`src/logic/fps_pkg.sv`:
```
// Purpose: shared constants for the front-panel bus decode and self-test pair
// Assumes: one 10 MHz clock, synchronous active-low reset
// Notes:   module bus addresses and controller register offsets are named here
package fps_pkg;
    // =====================================================================
    // module bus
    localparam int ADDR_W = 8;
    localparam int DATA_W = 8;
    localparam logic [7:0] MA_LATCH    = 8'h10;
    localparam logic [7:0] MA_DISP_DM  = 8'h11;
    localparam logic [7:0] MA_DISP_FQ  = 8'h12;
    localparam logic [7:0] MA_DISP_BG  = 8'h13;
    localparam logic [7:0] MA_MUTE     = 8'h14;
    localparam logic [7:0] MA_TUNE     = 8'h20;
    localparam logic [7:0] MA_SWITCH   = 8'h21;
    localparam logic [7:0] MA_IDENT    = 8'h22;
    localparam logic [7:0] MA_CMP      = 8'h23;
    localparam logic [7:0] ASSY_IDENT  = 8'h5A; // arbitrary value
    // data latch layout: mux select in low bits, legends above
    localparam int LAT_MUX_LSB = 0;
    localparam int LAT_MUX_W   = 3;
    localparam int LAT_LEG_LSB = 3;
    localparam int LAT_LEG_W   = 5;
    localparam logic [7:0] LATCH_RST = 8'h00;
    // multiplexer inputs
    localparam logic [2:0] MUX_PLUS5_REF  = 3'h1;
    localparam logic [2:0] MUX_PLUS5_RAIL = 3'h2;
    localparam logic [2:0] MUX_LAST_RAIL  = 3'h5;
    // dac codes
    localparam logic [7:0] DAC_MAX = 8'hFF;
    // =====================================================================
    // controller registers (avalon word index = byte address / 4)
    localparam logic [3:0] REG_CTRL   = 4'h0;
    localparam logic [3:0] REG_STATUS = 4'h1;
    localparam logic [3:0] REG_IRQ    = 4'h2;
    localparam logic [3:0] REG_MASK   = 4'h3;
    localparam logic [3:0] REG_LIMLO  = 4'h4;
    localparam logic [3:0] REG_LIMHI  = 4'h5;
    localparam logic [3:0] REG_KEY    = 4'h6;
    localparam logic [3:0] REG_TUNE   = 4'h7;
    localparam int CTRL_START  = 0;
    localparam int CTRL_MUTE   = 1;
    localparam int CTRL_CONT   = 2;
    localparam int CTRL_KEYCHK = 3;
    localparam int IRQ_DONE    = 0;
    localparam int IRQ_FAIL    = 1;
    localparam int IRQ_KEY     = 2;
    localparam int IRQ_W       = 3;
    // =====================================================================
    // timing
    localparam int CLK_HZ      = 10_000_000;
    localparam int TICK_MS     = 250;
    localparam int TICK_CYC    = CLK_HZ / 1000 * TICK_MS;
    localparam int SETTLE_US   = 10;
    localparam int SETTLE_CYC  = CLK_HZ / 1_000_000 * SETTLE_US;
    localparam logic [4:0] T_025S = 5'd1;
    localparam logic [4:0] T_1S   = 5'd4;
    localparam logic [4:0] T_2S   = 5'd8;
    localparam logic [4:0] T_4S   = 5'd16;
    localparam logic [3:0] DIGIT_MAX = 4'h9;
    // key code with more than one button closed is marked by the top bit
    localparam int KEY_MULTI = 7;
endpackage

```
`src/logic/fps_bus_if.sv`:
```
// Purpose: module address and data bus between processor side and front panel
// Assumes: single clock, strobes are one-cycle pulses
// Notes:   data bus split into the two drive directions
`timescale 1ns/1ps
interface fps_bus_if (
    input wire logic clk_i
);
    logic [7:0] addr;
    logic       wr;
    logic       rd;
    logic [7:0] wdata;
    logic [7:0] rdata;
    logic       rvalid;
    logic       mute;
    logic       cmp;
    logic [7:0] dac;
    modport panel (input addr, wr, rd, wdata, mute, dac, output rdata, rvalid, cmp);
    modport proc  (output addr, wr, rd, wdata, mute, dac, input rdata, rvalid, cmp);
endinterface

```
`src/logic/fps_tick.sv`:
```
// Purpose: fixed-rate tick for timed display intervals
// Assumes: clk_i at the package clock rate
// Notes:   one pulse every quarter second
`timescale 1ns/1ps
module fps_tick #(
    parameter int DIV = fps_pkg::TICK_CYC
) (
    input  wire logic clk_i,
    input  wire logic rstn_i,
    input  wire logic run_i,
    output logic      tick_o
);
    logic [31:0] cnt_q;
    wire         wrap = (cnt_q == 32'(DIV - 1));
    always_ff @(posedge clk_i) begin
        if (!rstn_i || !run_i || wrap) cnt_q <= '0;
        else                            cnt_q <= cnt_q + 32'h1;
    end
    always_ff @(posedge clk_i) begin
        if (!rstn_i) tick_o <= 1'b0;
        else         tick_o <= run_i && wrap;
    end
endmodule

```
`src/logic/fps_proc.sv`:
```
// Contract
// - button press drives mute; panel mutes speaker
// - panel decodes addresses into write strobes
// - latch holds mux select and legends
// - reads return tuning, switches or ident
// - measure with upper then lower threshold
// - test 151 max dac, reference, expect low
// - tests 152-155 check rails within window
// - tests run continuous, confidence or selected (code: one run, or repeated while CTRL_CONT is set; no test select)
// - tests run in ascending number order
// - display test message 4 s, legends blank
// - checkerboard 1 s, legends on then off
// - digits step 0 to 9, 2 s each
// - blank, legends on then off, 1 s
// - bargraph message 2 s, legends 1 s each (code shows the bargraph message for 1 s)
// - meter bars 0.25 s apart, reverse off
// - keyboard test fails on wrong key
// - multiple-button codes are ignored
//
// Purpose: processor side: runs front-panel self-tests over the module bus
// Assumes: Avalon-MM slave with waitrequest, word-aligned registers
// Notes:   one bus access at a time; display patterns written via latch/display strobes
//
// The address map and the Avalon-MM register port were left to the implementer.
`timescale 1ns/1ps
module fps_proc #(
    parameter int TICK_DIV   = fps_pkg::TICK_CYC,
    parameter int SETTLE_DIV = fps_pkg::SETTLE_CYC
) (
    input  wire logic        clk_i,
    input  wire logic        rstn_i,
    fps_bus_if.proc          bus,
    input  wire logic [5:0]  avs_address_i,
    input  wire logic        avs_read_i,
    input  wire logic        avs_write_i,
    input  wire logic [31:0] avs_writedata_i,
    output logic [31:0]      avs_readdata_o,
    output logic             avs_waitrequest_o,
    output logic             irq_o
);
    typedef enum logic [3:0] {
        S_IDLE, S_TUNE, S_ID, S_IDCHK, S_MUX, S_HI, S_HIRD, S_LO, S_LORD, S_NEXT, S_DISP,
        S_DSTEP, S_KEYRD, S_KEYCHK, S_DONE
    } fps_state_t;
    fps_state_t st_q;
    // =====================================================================
    // register file
    logic [3:0]  ctrl_q;
    logic [2:0]  irq_q, mask_q;
    logic [7:0]  lim_lo_q [4], lim_hi_q [4];
    logic [7:0]  key_exp_q, key_got_q, tune_q;
    logic [2:0]  test_q;
    logic        fail_q, busy_q, start_p;
    logic [2:0]  ev_set;
    wire  [3:0]  widx  = avs_address_i[5:2];
    wire         acc   = avs_read_i || avs_write_i;
    // limit slot (rail 152..155) chosen by write data bits 9:8
    wire  [1:0]  li    = avs_writedata_i[9:8];
    always_ff @(posedge clk_i) begin
        if (!rstn_i) begin
            avs_waitrequest_o <= 1'b1;
            avs_readdata_o    <= 32'h0;
        end else begin
            avs_waitrequest_o <= !(acc && avs_waitrequest_o);
            if (avs_read_i && avs_waitrequest_o) begin
                unique case (widx)
                    fps_pkg::REG_CTRL:   avs_readdata_o <= {28'h0, ctrl_q};
                    fps_pkg::REG_STATUS: avs_readdata_o <= {24'h0, busy_q, fail_q, 3'h0, test_q};
                    fps_pkg::REG_IRQ:    avs_readdata_o <= {29'h0, irq_q};
                    fps_pkg::REG_MASK:   avs_readdata_o <= {29'h0, mask_q};
                    fps_pkg::REG_KEY:    avs_readdata_o <= {16'h0, key_got_q, key_exp_q};
                    fps_pkg::REG_TUNE:   avs_readdata_o <= {24'h0, tune_q};
                    default:             avs_readdata_o <= 32'h0;
                endcase
            end
        end
    end
    wire wr_ok = avs_write_i && !avs_waitrequest_o;
    always_ff @(posedge clk_i) begin
        if (!rstn_i) begin
            ctrl_q    <= 4'h0;
            mask_q    <= 3'h0;
            irq_q     <= 3'h0;
            key_exp_q <= 8'h00;
            start_p   <= 1'b0;
            for (int i = 0; i < 4; i++) begin
                lim_lo_q[i] <= 8'h00;
                lim_hi_q[i] <= 8'hFF;
            end
        end else begin
            start_p <= wr_ok && (widx == fps_pkg::REG_CTRL)
                       && avs_writedata_i[fps_pkg::CTRL_START];
            if (wr_ok && widx == fps_pkg::REG_CTRL)
                ctrl_q <= {avs_writedata_i[3:1], 1'b0};
            if (wr_ok && widx == fps_pkg::REG_MASK) mask_q <= avs_writedata_i[2:0];
            if (wr_ok && widx == fps_pkg::REG_KEY)  key_exp_q <= avs_writedata_i[7:0];
            if (wr_ok && widx == fps_pkg::REG_LIMLO) lim_lo_q[li] <= avs_writedata_i[7:0];
            if (wr_ok && widx == fps_pkg::REG_LIMHI) lim_hi_q[li] <= avs_writedata_i[7:0];
            // set wins over write-one-to-clear
            irq_q <= (irq_q & ~((wr_ok && widx == fps_pkg::REG_IRQ) ? avs_writedata_i[2:0]
                                                                    : 3'h0)) | ev_set;
        end
    end
    always_ff @(posedge clk_i) begin
        if (!rstn_i) irq_o <= 1'b0;
        else         irq_o <= |((irq_q | ev_set) & mask_q);
    end
    // =====================================================================
    // tick and settle timers
    logic tick;
    fps_tick #(.DIV(TICK_DIV)) u_tick (
        .clk_i  (clk_i),
        .rstn_i (rstn_i),
        .run_i  (st_q == S_DSTEP),
        .tick_o (tick)
    );
    logic [15:0] settle_q;
    logic [4:0]  ticks_q;
    logic [4:0]  step_q;
    logic        hi_ok_q;
    wire settled = (settle_q == 16'(SETTLE_DIV));
    function automatic logic [7:0] mux_to_latch(input logic [2:0] m, input logic [4:0] leg);
        mux_to_latch = {leg, m};
    endfunction
    function automatic logic [4:0] step_len(input logic [4:0] s);
        if (s == 5'd0)       step_len = fps_pkg::T_4S;
        else if (s < 5'd11)  step_len = fps_pkg::T_1S;
        else if (s < 5'd21)  step_len = fps_pkg::T_2S;
        else if (s < 5'd27)  step_len = fps_pkg::T_1S;
        else                 step_len = fps_pkg::T_025S;
    endfunction
    // =====================================================================
    // self-test sequencer
    always_ff @(posedge clk_i) begin
        if (!rstn_i) begin
            st_q <= S_IDLE; test_q <= 3'h0; fail_q <= 1'b0; busy_q <= 1'b0;
            settle_q <= 16'h0; ticks_q <= 5'h0; step_q <= 5'h0; hi_ok_q <= 1'b0;
            key_got_q <= 8'h00; tune_q <= 8'h00; ev_set <= 3'h0;
            bus.addr <= 8'h00; bus.wr <= 1'b0; bus.rd <= 1'b0; bus.wdata <= 8'h00;
            bus.mute <= 1'b0; bus.dac <= 8'h00;
        end else begin
            ev_set   <= 3'h0;
            bus.wr   <= 1'b0;
            bus.rd   <= 1'b0;
            bus.mute <= ctrl_q[fps_pkg::CTRL_MUTE];
            settle_q <= settled ? settle_q : settle_q + 16'h1;
            unique case (st_q)
                S_IDLE: if (start_p) begin
                    busy_q <= 1'b1; fail_q <= 1'b0; st_q <= S_ID;
                end else begin
                    // keep the tuning count fresh while idle
                    bus.addr <= fps_pkg::MA_TUNE; bus.rd <= 1'b1; st_q <= S_TUNE;
                end
                S_TUNE: begin
                    if (bus.rvalid) tune_q <= bus.rdata;
                    if (start_p) begin
                        busy_q <= 1'b1; fail_q <= 1'b0; st_q <= S_ID;
                    end else if (bus.rvalid) st_q <= S_IDLE;
                end
                S_ID: begin
                    bus.addr <= fps_pkg::MA_IDENT; bus.rd <= 1'b1; st_q <= S_IDCHK;
                end
                S_IDCHK: if (bus.rvalid) begin
                    // a panel that does not answer with its ident fails the run
                    fail_q <= fail_q || (bus.rdata != fps_pkg::ASSY_IDENT);
                    test_q <= fps_pkg::MUX_PLUS5_REF; st_q <= S_MUX;
                end
                S_MUX: begin
                    bus.addr  <= fps_pkg::MA_LATCH;
                    bus.wdata <= mux_to_latch(test_q, 5'h00);
                    bus.wr    <= 1'b1;
                    bus.dac   <= (test_q == fps_pkg::MUX_PLUS5_REF) ? fps_pkg::DAC_MAX
                                 : lim_hi_q[test_q[1:0] - 2'h2];
                    settle_q  <= 16'h0; st_q <= S_HI;
                end
                S_HI: if (settled) begin
                    bus.addr <= fps_pkg::MA_CMP; bus.rd <= 1'b1; st_q <= S_HIRD;
                end
                S_HIRD: if (bus.rvalid) begin
                    hi_ok_q <= !bus.rdata[0];
                    if (test_q == fps_pkg::MUX_PLUS5_REF) begin
                        fail_q <= fail_q || bus.rdata[0];
                        st_q   <= S_NEXT;
                    end else begin
                        bus.dac  <= lim_lo_q[test_q[1:0] - 2'h2];
                        settle_q <= 16'h0; st_q <= S_LO;
                    end
                end
                S_LO: if (settled) begin
                    bus.addr <= fps_pkg::MA_CMP; bus.rd <= 1'b1; st_q <= S_LORD;
                end
                S_LORD: if (bus.rvalid) begin
                    fail_q <= fail_q || !hi_ok_q || !bus.rdata[0];
                    st_q   <= S_NEXT;
                end
                S_NEXT: if (test_q == fps_pkg::MUX_LAST_RAIL) begin
                    step_q <= 5'h0; ticks_q <= 5'h0; st_q <= S_DISP;
                end else begin
                    test_q <= test_q + 3'h1; st_q <= S_MUX;
                end
                S_DISP: begin
                    bus.addr  <= (step_q == 5'd0) ? fps_pkg::MA_DISP_DM
                               : (step_q < 5'd11) ? fps_pkg::MA_LATCH
                               : (step_q < 5'd21) ? fps_pkg::MA_DISP_FQ
                               : fps_pkg::MA_DISP_BG;
                    // latch writes keep the multiplexer parked on input 0
                    bus.wdata <= (step_q < 5'd11) ? mux_to_latch(3'h0, step_q)
                               : {step_q[2:0], step_q};
                    bus.wr    <= 1'b1;
                    ticks_q   <= 5'h0; st_q <= S_DSTEP;
                end
                S_DSTEP: if (tick) begin
                    if (ticks_q + 5'h1 == step_len(step_q)) begin
                        if (step_q == 5'd31) st_q <= S_KEYRD;
                        else begin step_q <= step_q + 5'h1; st_q <= S_DISP; end
                    end else ticks_q <= ticks_q + 5'h1;
                end
                S_KEYRD: begin
                    bus.addr <= fps_pkg::MA_SWITCH; bus.rd <= 1'b1; st_q <= S_KEYCHK;
                end
                S_KEYCHK: if (bus.rvalid) begin
                    if (!ctrl_q[fps_pkg::CTRL_KEYCHK]) st_q <= S_DONE;
                    else if (bus.rdata == 8'h00 || bus.rdata[fps_pkg::KEY_MULTI])
                        st_q <= S_KEYRD;
                    else begin
                        key_got_q <= bus.rdata;
                        fail_q    <= fail_q || (bus.rdata != key_exp_q);
                        ev_set[fps_pkg::IRQ_KEY] <= 1'b1; st_q <= S_DONE;
                    end
                end
                S_DONE: begin
                    ev_set[fps_pkg::IRQ_DONE] <= 1'b1;
                    ev_set[fps_pkg::IRQ_FAIL] <= fail_q;
                    if (ctrl_q[fps_pkg::CTRL_CONT]) begin
                        test_q <= fps_pkg::MUX_PLUS5_REF; st_q <= S_MUX;
                    end else begin busy_q <= 1'b0; st_q <= S_IDLE; end
                end
                default: st_q <= S_IDLE;
            endcase
        end
    end
endmodule

```
`src/flat_wrapper.sv`:
```
// flat-port wrapper written by rule: the top's interface ports become plain ports
module fps_proc_flat 
#(
    parameter int TICK_DIV   = fps_pkg::TICK_CYC,
    parameter int SETTLE_DIV = fps_pkg::SETTLE_CYC
)
  (clk_i, rstn_i, avs_address_i, avs_read_i, avs_write_i, avs_writedata_i, avs_readdata_o, avs_waitrequest_o, irq_o, bus_addr, bus_wr, bus_rd, bus_wdata, bus_mute, bus_dac, bus_rdata, bus_rvalid, bus_cmp);
  fps_bus_if bus_i (.clk_i(clk_i));
  input  wire logic clk_i;
  input  wire logic rstn_i;
  input  wire logic [5:0] avs_address_i;
  input  wire logic avs_read_i;
  input  wire logic avs_write_i;
  input  wire logic [31:0] avs_writedata_i;
  output logic [31:0] avs_readdata_o;
  output logic avs_waitrequest_o;
  output logic irq_o;
  output wire logic [$bits(bus_i.addr)-1:0] bus_addr;
  output wire logic [$bits(bus_i.wr)-1:0] bus_wr;
  output wire logic [$bits(bus_i.rd)-1:0] bus_rd;
  output wire logic [$bits(bus_i.wdata)-1:0] bus_wdata;
  output wire logic [$bits(bus_i.mute)-1:0] bus_mute;
  output wire logic [$bits(bus_i.dac)-1:0] bus_dac;
  input wire logic [$bits(bus_i.rdata)-1:0] bus_rdata;
  input wire logic [$bits(bus_i.rvalid)-1:0] bus_rvalid;
  input wire logic [$bits(bus_i.cmp)-1:0] bus_cmp;
  assign bus_addr = bus_i.addr;
  assign bus_wr = bus_i.wr;
  assign bus_rd = bus_i.rd;
  assign bus_wdata = bus_i.wdata;
  assign bus_mute = bus_i.mute;
  assign bus_dac = bus_i.dac;
  assign bus_i.rdata = bus_rdata;
  assign bus_i.rvalid = bus_rvalid;
  assign bus_i.cmp = bus_cmp;
  fps_proc #(.TICK_DIV(TICK_DIV), .SETTLE_DIV(SETTLE_DIV)) u_core (.clk_i(clk_i), .rstn_i(rstn_i), .bus(bus_i), .avs_address_i(avs_address_i), .avs_read_i(avs_read_i), .avs_write_i(avs_write_i), .avs_writedata_i(avs_writedata_i), .avs_readdata_o(avs_readdata_o), .avs_waitrequest_o(avs_waitrequest_o), .irq_o(irq_o));
endmodule
```
`config.mk`:
```
export PLATFORM = sky130hd
export DESIGN_NAME = fps_proc_flat
export DESIGN_NICKNAME = d
export VERILOG_FILES = /design/src/logic/fps_pkg.sv /design/src/logic/fps_bus_if.sv /design/src/logic/fps_tick.sv /design/src/logic/fps_proc.sv /design/src/flat_wrapper.sv
export SDC_FILE = /design/constraint.sdc
export NUM_CORES = 1
export LEC_CHECK = 0
export ABC_AREA = 1
export BUFFER_PORTS_ARGS = -buffer_cell sky130_fd_sc_hd__clkbuf_2
export CAP_MARGIN = 20
export CORE_MARGIN = 5
export CORE_UTILIZATION = 35
export CTS_BUF_LIST = sky130_fd_sc_hd__clkbuf_8
export DETAILED_ROUTE_END_ITERATION = 16
export PLACE_DENSITY_LB_ADDON = 0.05
export SYNTH_ARGS = -nofsm -noshare
export SYNTH_HDL_FRONTEND = slang
export SYNTH_SLANG_ARGS = --single-unit
```
`constraint.sdc`:
```
create_clock -name clk_i -period 2.8 [get_ports clk_i]
set_input_delay 0.14 -clock clk_i [delete_from_list [all_inputs] [get_ports clk_i]]
set_output_delay 0.14 -clock clk_i [all_outputs]
set_load 0.01 [all_outputs]
```
# --- After elaboration in Yosys (flattened, before gate mapping) ---
# Memories as Yosys holds them, arrays and structs flattened.
# Cells that the tools add are included.
totals:
  ff_bits: 167
  latch_bits: 0
  ram_bits: 64
  romBits: 0
  input_bits: 52
  output_inout_bits: 61
  elab_cells: 241
  mem_count: 2
memory_table:
  columns: ["name", "words", "word_bits", "rd", "rd_clocked_by_memory_dff", "wr", "line_no", "rtl"]
  rows:
  - ["u_core.lim_hi_q", 4, 8, 1, 0, 4, "fps_proc.sv:50", "logic [7:0] lim_lo_q [4], lim_hi_q [4];"]
  - ["u_core.lim_lo_q", 4, 8, 1, 0, 4, "fps_proc.sv:50", null]
op_classes:
  n_addsub: 6
  multipliers: 0
  n_div: 0
  order_cmp: 3
  n_eq_ne: 51
  n_shift: 0
  mux: 86
  bitwise_logic: 6
  reduce_logical: 58
op_table:
  columns: ["operator", "n"]
  rows:
  - ["one-hot mux 16 bit (6 select lines)", 1]
  - ["2-to-1 mux 8 bit", 10]
  - ["2-to-1 mux 5 bit", 12]
  - ["one-hot mux 4 bit (15 select lines)", 1]
  - ["2-to-1 mux 16 bit", 3]
  - ["2-to-1 mux 4 bit", 12]
  - ["one-hot mux 8 bit (6 select lines)", 1]
  - ["adder 32 x 1 -> 32 bit, second input constant", 1]
  - ["equality test 32 x 22 -> 1 bit, second input constant", 1]
  - ["equality test 4 x 3 -> 1 bit, second input constant", 8]
  - ["one-hot mux 16 bit (2 select lines)", 1]
  - ["one-hot mux 8 bit (2 select lines)", 2]
  - ["equality test 4 bit, second input constant", 7]
  - ["2-to-1 mux 1 bit", 25]
  - ["!= test 2 bit, second input constant", 11]
  - ["2-to-1 mux 3 bit", 7]
  - ["!= test 2 x 1 -> 1 bit, second input constant", 10]
  - ["AND reduction 9 bit", 2]
  - ["adder 16 x 1 -> 16 bit, second input constant", 1]
  - ["equality test 16 x 7 -> 1 bit, second input constant", 1]
  - ["equality test 4 x 2 -> 1 bit, second input constant", 4]
  - ["AND reduction 4 bit", 4]
  - ["OR reduction 8 bit", 2]
  - ["one-hot mux 5 bit (3 select lines)", 1]
  - ["other kinds (38)", 82]

# --- Logic depth before layout (Yosys ltp) ---
depth:
  ltp_word: 12
  depth_mapped: 15
  mapped_depth_nobuf: 14

# --- Hierarchy ---
# From an unflattened synthesis, not the netlist that was laid out.
unflattened:
  cells_unflattened: 1381
  hier_area_um2: 10421.2
by_module_without_submodules:
  columns: ["module", "instances", "cells_per_inst", "area_each_um2", "seq_area_each_um2"]
  rows:
  - ["fps_proc", 1, 1076, 8480.6, 4204.0]
  - ["fps_tick", 1, 305, 1940.6, 660.6]

# --- Least setup slack after synthesis ---
# OpenSTA, ideal clock, no wires.
synth_path:
  kind: "reg2reg"
  startpoint: "reg u_core.avs_waitrequest_o"
  endpoint: "mem u_core.lim_hi_q[0][0] (enable)"
  setup_time_ns: 0.384
  t_arrival_ns: 1.715
  required_time_ns: 2.416
  setup_slack_ns: 0.701
  path_stages_with_launch: 8
  n_path_buf: 0
  synth_period_minus_slack_ns: 2.099
  path_cell_list: "dfxtp_1 nor2_2 nand2_1 nor3_1 inv_1 nor3_1 inv_1 o21ai_0"
synth_lines:
  columns: ["element", "line_no", "rtl"]
  rows:
  - ["from (decl)", "fps_proc.sv:38", "output logic avs_waitrequest_o,"]
  - ["from (signal assigned)", "fps_proc.sv:64", "avs_waitrequest_o <= !(acc && avs_waitrequest_o);"]
  - ["to (decl)", "fps_proc.sv:50", null]

# --- Worst setup path after layout ---
layout_path:
  startpoint: "reg u_core.st_q[2]"
  endpoint: "reg u_core.settle_q[9]"
layout_between:
  elab_chain_len: 2
  elab_cells_between_ends: 3
  classes_between: "eq/ne: 2; mux: 1"
layout_lines:
  columns: ["element", "line_no", "rtl"]
  rows:
  - ["from (decl)", "fps_proc.sv:45", "fps_state_t st_q;"]
  - ["from (signal assigned)", "fps_proc.sv:136", "st_q <= S_IDLE; test_q <= 3'h0; fail_q <= 1'b0; busy_q <= 1'b0;"]
  - ["from (signal assigned)", "fps_proc.sv:149", "busy_q <= 1'b1; fail_q <= 1'b0; st_q <= S_ID;"]
  - ["from (signal assigned)", "fps_proc.sv:152", "bus.addr <= fps_pkg::MA_TUNE; bus.rd <= 1'b1; st_q <= S_TUNE;"]
  - ["equality test 4 x 3 -> 1 bit", "fps_proc.sv:147", "unique case (st_q)"]
  - ["one-hot mux 16 bit (2 select lines) *", "fps_proc.sv:147", null]
  - ["to (signal assigned)", "fps_proc.sv:146", "settle_q <= settled ? settle_q : settle_q + 16'h1;"]
  - ["to (decl)", "fps_proc.sv:117", "logic [15:0] settle_q;"]
# Mark *: on every way between the ends. The rest lies on a longest branch, timed or not.
# A chain may end at the register's enable or synchronous reset.

==> flow_summary_export.csv <==
group,metric,value,unit
synthesis,syn-instance-count,1301,
place,final_replace_weighted_congestion,0.8451,
synthesis,yosysSeqAreaShare,0.4750,
sta,final-hold-violation-count,0,
worst_setup_path,r2r_setup_slack,0.53,ns
sta,max_slew.worst_pin.slew,0.6654,ns
clock_network,post_cts_resize_count,0,
synthesis,syn-cell-area,0.01024,sq mm
routing,vias_per_cell,4.907,
grt,grt_antenna_before_repair,1,
pwr,vdd_drop_max,267.4,uV
synthesis,synth_area_per_cell,7.872,sq um
worst_setup_path,critical-path-slowest-cell,"nor2_2",
worst_setup_path,cp_data_arrival_time,2.75,ns
sta,fin_worst_hold_slack,0.03419,ns
sta,max_slew_margin,0.5559,
worst_setup_path,r2r_end,"u_core.settle_q[9]",
routing,final_antenna_violating_net_count,0,
floorplanning,chipHeight,181.1,microns
worst_setup_path,crit_path_start_kind,"flop",
worst_setup_path,worst-setup-path-type,"flop to flop",
routing,drt_pass1_iterations,5,
worst_setup_path,timing.critical_path.from,"u_core.st_q[2]",
synthesis,synth-seq-cells,211,
floorplanning,std_cell_rows,62,
clock_network,clk_transition_reported_paths,0.06,ns
finish,most_used_cells_in_the_layout_excluding_fill_and_tap_cells,"nand2_1, nor2_1, dfxtp_1, inv_1, a21oi_1",
worst_setup_path,r2r.worst_path.cells,7,
sta,slew_viol_final,0,
synthesis,post_synth_num_cell_types,55,
synthesis,synth_compound_area_frac,0.1434,
sta,timing.final.crit_share,0.8105,
floorplanning,die-width,181.1,microns
finish,diodes,0,
sta,max_freq,440.7,MHz
routing,detail_route.iter0.violations,582,
routing,totalWireLength,29.77,mm
worst_setup_path,critical_path_peak_fanout,14,
worst_setup_path,setup.worst_path.end_class,"flop",
worst_setup_path,cp-endpoint,"u_core.settle_q[9]",
floorplanning,floorplan.initialDensity,0.3558,
sta,final.min_clock_period,2.269,ns
clock_network,htreeDepth,2,
grt,grt_util_all_layers,0.1797,
synthesis,post_synth_mux_area_share,0.0009774,
grt,grt_first_pass_wirelength,47.96,mm
clock_network,clock_tree_from_tritoncts,"yes",
finish,layout.cells.most_common,"nand2_1",
grt,grt_remaining_overflow,0,
floorplanning,core,0.02878,sq mm
worst_setup_path,critPathMaxStageDelay,0.47,ns
clock_network,clock_insertion_delay_worst_skew,0.54,ns
floorplanning,boundaryPins,113,
clock_network,clock-sinks,211,
worst_setup_path,timing.critical_path.mode_cell,"nand2_2",
synthesis,post_synth_xor_area_fraction,0.01967,
clock_network,clock_tree.root_cell,"clkbuf_8",
pwr,power-per-cell-area,652.3,mW/mm^2
pwr,cellLeakagePower,4.488,nW
clock_network,cts_made_buffers,41,
place,io_buffer_count,67,
sta,fin_setup_tns,0,ns
finish,post_route_cells_drive_above_1_share,0.1513,
synthesis,main_combinational_cell_family_by_area_after_synthesis,"simple AND/OR/NAND/NOR gates",
routing,route.vias.total,8956,
synthesis,synth-adder-area-share,0.01100,
job,max_cap_violations,0,
synthesis,synth.yosys.warnings,0,
clock_network,cts.path.max_buffers,3,
routing,routed_wire_length_per_instance,16.31,microns
grt,largest_net_degree_at_the_start_of_global_routing,48,
hold_path,min_path_type,"input pin to flop",
finish,syn2layout_area_growth,16.71,%
place,dp.final_hpwl,20.96,mm
routing,drc,0,
floorplanning,design.die.area,0.03278,sq mm
worst_setup_path,required,3.28,ns
synthesis,post_synth_and_or_nand_nor_area_fraction,0.2624,
worst_setup_path,timing.critical_path.cells,"nand2_1 > nor2_2 > nand2_2 > o211ai_2 > nand2_2 > a21oi_1 > o21a_1",
status,status,"finished, final reports clean",
sta,rsz0062_at_grt,"no",
sta,final-setup-viol-count,0,
finish,layout.nets,1470,
sta,timing.clock.skew,0.01740,ns
worst_setup_path,rr_startpoint,"u_core.st_q[2]",
grt,grt_pass1_vias,8603,
-- power by group --
group	internal (mW)	total, mW	switching (mW)
clock	1.72	3.08	1.36
combinational	0.396	1.28	0.882
sequential	3.31	3.43	0.124
total	5.43	7.80	2.37
-- worst max-delay path, delay by kind of cell, from the launching register on --
| kind | cells | cell delay [ns] |
|---|---|---|
| AO/OA/AOI/OAI | 3 | 0.60 |
| flip-flops | 1 | 0.45 |
| AND/OR/NAND/NOR | 4 | 1.15 |
-- worst min-delay path by stage --
stage | cells after the start | slack (ns) | end | startpoint
finish | 3 | 0.03 | u_core.lim_hi_q[0][3] | avs_writedata_i[8]
global route | 3 | 0.04 | u_core.lim_hi_q[0][4] | avs_writedata_i[8]
CTS | 3 | 0.007 | u_core.lim_hi_q[0][3] | avs_writedata_i[8]
detailed placement | 2 | 0.36 | u_core.avs_waitrequest_o | avs_read_i
global placement | 2 | 0.36 | u_core.avs_waitrequest_o | avs_read_i
floorplan | 1 | 0.26 | u_core.avs_waitrequest_o | avs_read_i
-- area by class of cell --
type	instances	area, sq um
flip-flops and latches	211	4865
clock inverters	21	87.58
multi-input cells	905	4556
inverters	144	545.5
clock buffers	54	743.2
well taps	384	480.5
fillers	3053	16830
repair buffers	106	675.6
-- cell usage after synthesis (all sizes together) --
cell type | count | share of area
a211oi | 1 | 0.00073
a21oi | 107 | 0.053
a31oi | 2 | 0.0012
a32o | 2 | 0.0020
buf | 34 | 0.024
clkbuf | 26 | 0.0095
clkinv | 5 | 0.0018
conb | 1 | 0.00037
dfxtp | 147 | 0.29
edfxtp | 64 | 0.19
ha | 9 | 0.011
inv | 139 | 0.051
mux2i | 1 | 0.00098
nand2 | 245 | 0.097
nand3 | 72 | 0.037
nand3b | 1 | 0.00073
nand4 | 22 | 0.014
nor2 | 180 | 0.071
nor3 | 48 | 0.026
nor3b | 8 | 0.0064
nor4 | 6 | 0.0037
nor4b | 1 | 0.00086
o2111ai | 4 | 0.0034
o211ai | 7 | 0.0056
o21a | 1 | 0.00073
o21ai | 105 | 0.054
o21bai | 1 | 0.00073
o221ai | 8 | 0.0068
o22ai | 13 | 0.0079
o311ai | 1 | 0.00086
o31ai | 3 | 0.0022
o32ai | 5 | 0.0043
or2 | 9 | 0.0055
xnor2 | 6 | 0.0051
xor2 | 17 | 0.015
-- state kept, by name (all words and copies together) (netlist names), 8 cells and up --
register / flops
u_core.u_tick.cnt_q: 32
u_core.bus.dac: 8
u_core.key_exp_q: 8
u_core.tune_q: 8
u_core.key_got_q: 8
u_core.bus.wdata: 8
u_core.avs_readdata_o: 16
u_core.lim_lo_q: 32
u_core.settle_q: 16
u_core.lim_hi_q: 32
-- through the flow --
step	util	power, mW	cell area [sq um]	setup slack (ns)	std cells
CTS	0.4153	7.905	11950	0.4979	1825
finish	0.4153	7.796	11950	0.5307	1825
global placement	0.3798	4.763	10930	0.5319	1731
floorplan	-	4.353	10310	0.7007	1320
global route	0.4153	8.226	11950	0.3238	1825
detailed placement	0.3798	4.764	10930	0.5311	1731
-- logic make-up after synthesis --
| logic type | Yosys count |
|---|---|
| compound gates | 260 |
| xor+xnor | 23 |
| fa+ha+maj | 9 |
| buf+inv | 204 |
| flops | 211 |
| mux | 1 |
| other cells | 1 |
| simple gates | 592 |
-- layer usage --
metal	vias to the layer above	track usage	wire (microns)
met2	206	0.2679	12630
met5	-	0	13
met3	57	0.03278	1365
met4	2	0.04623	694
li1	4551	-	-
met1	4140	0.2688	15060
-- repair_timing --
action / CTS / global route
buffers inserted: 0 / 0
hold buffers: 19 / 0
endpoints found under the hold margin: 31 / 0
No activity file was read; power rests on OpenSTA's default activity.
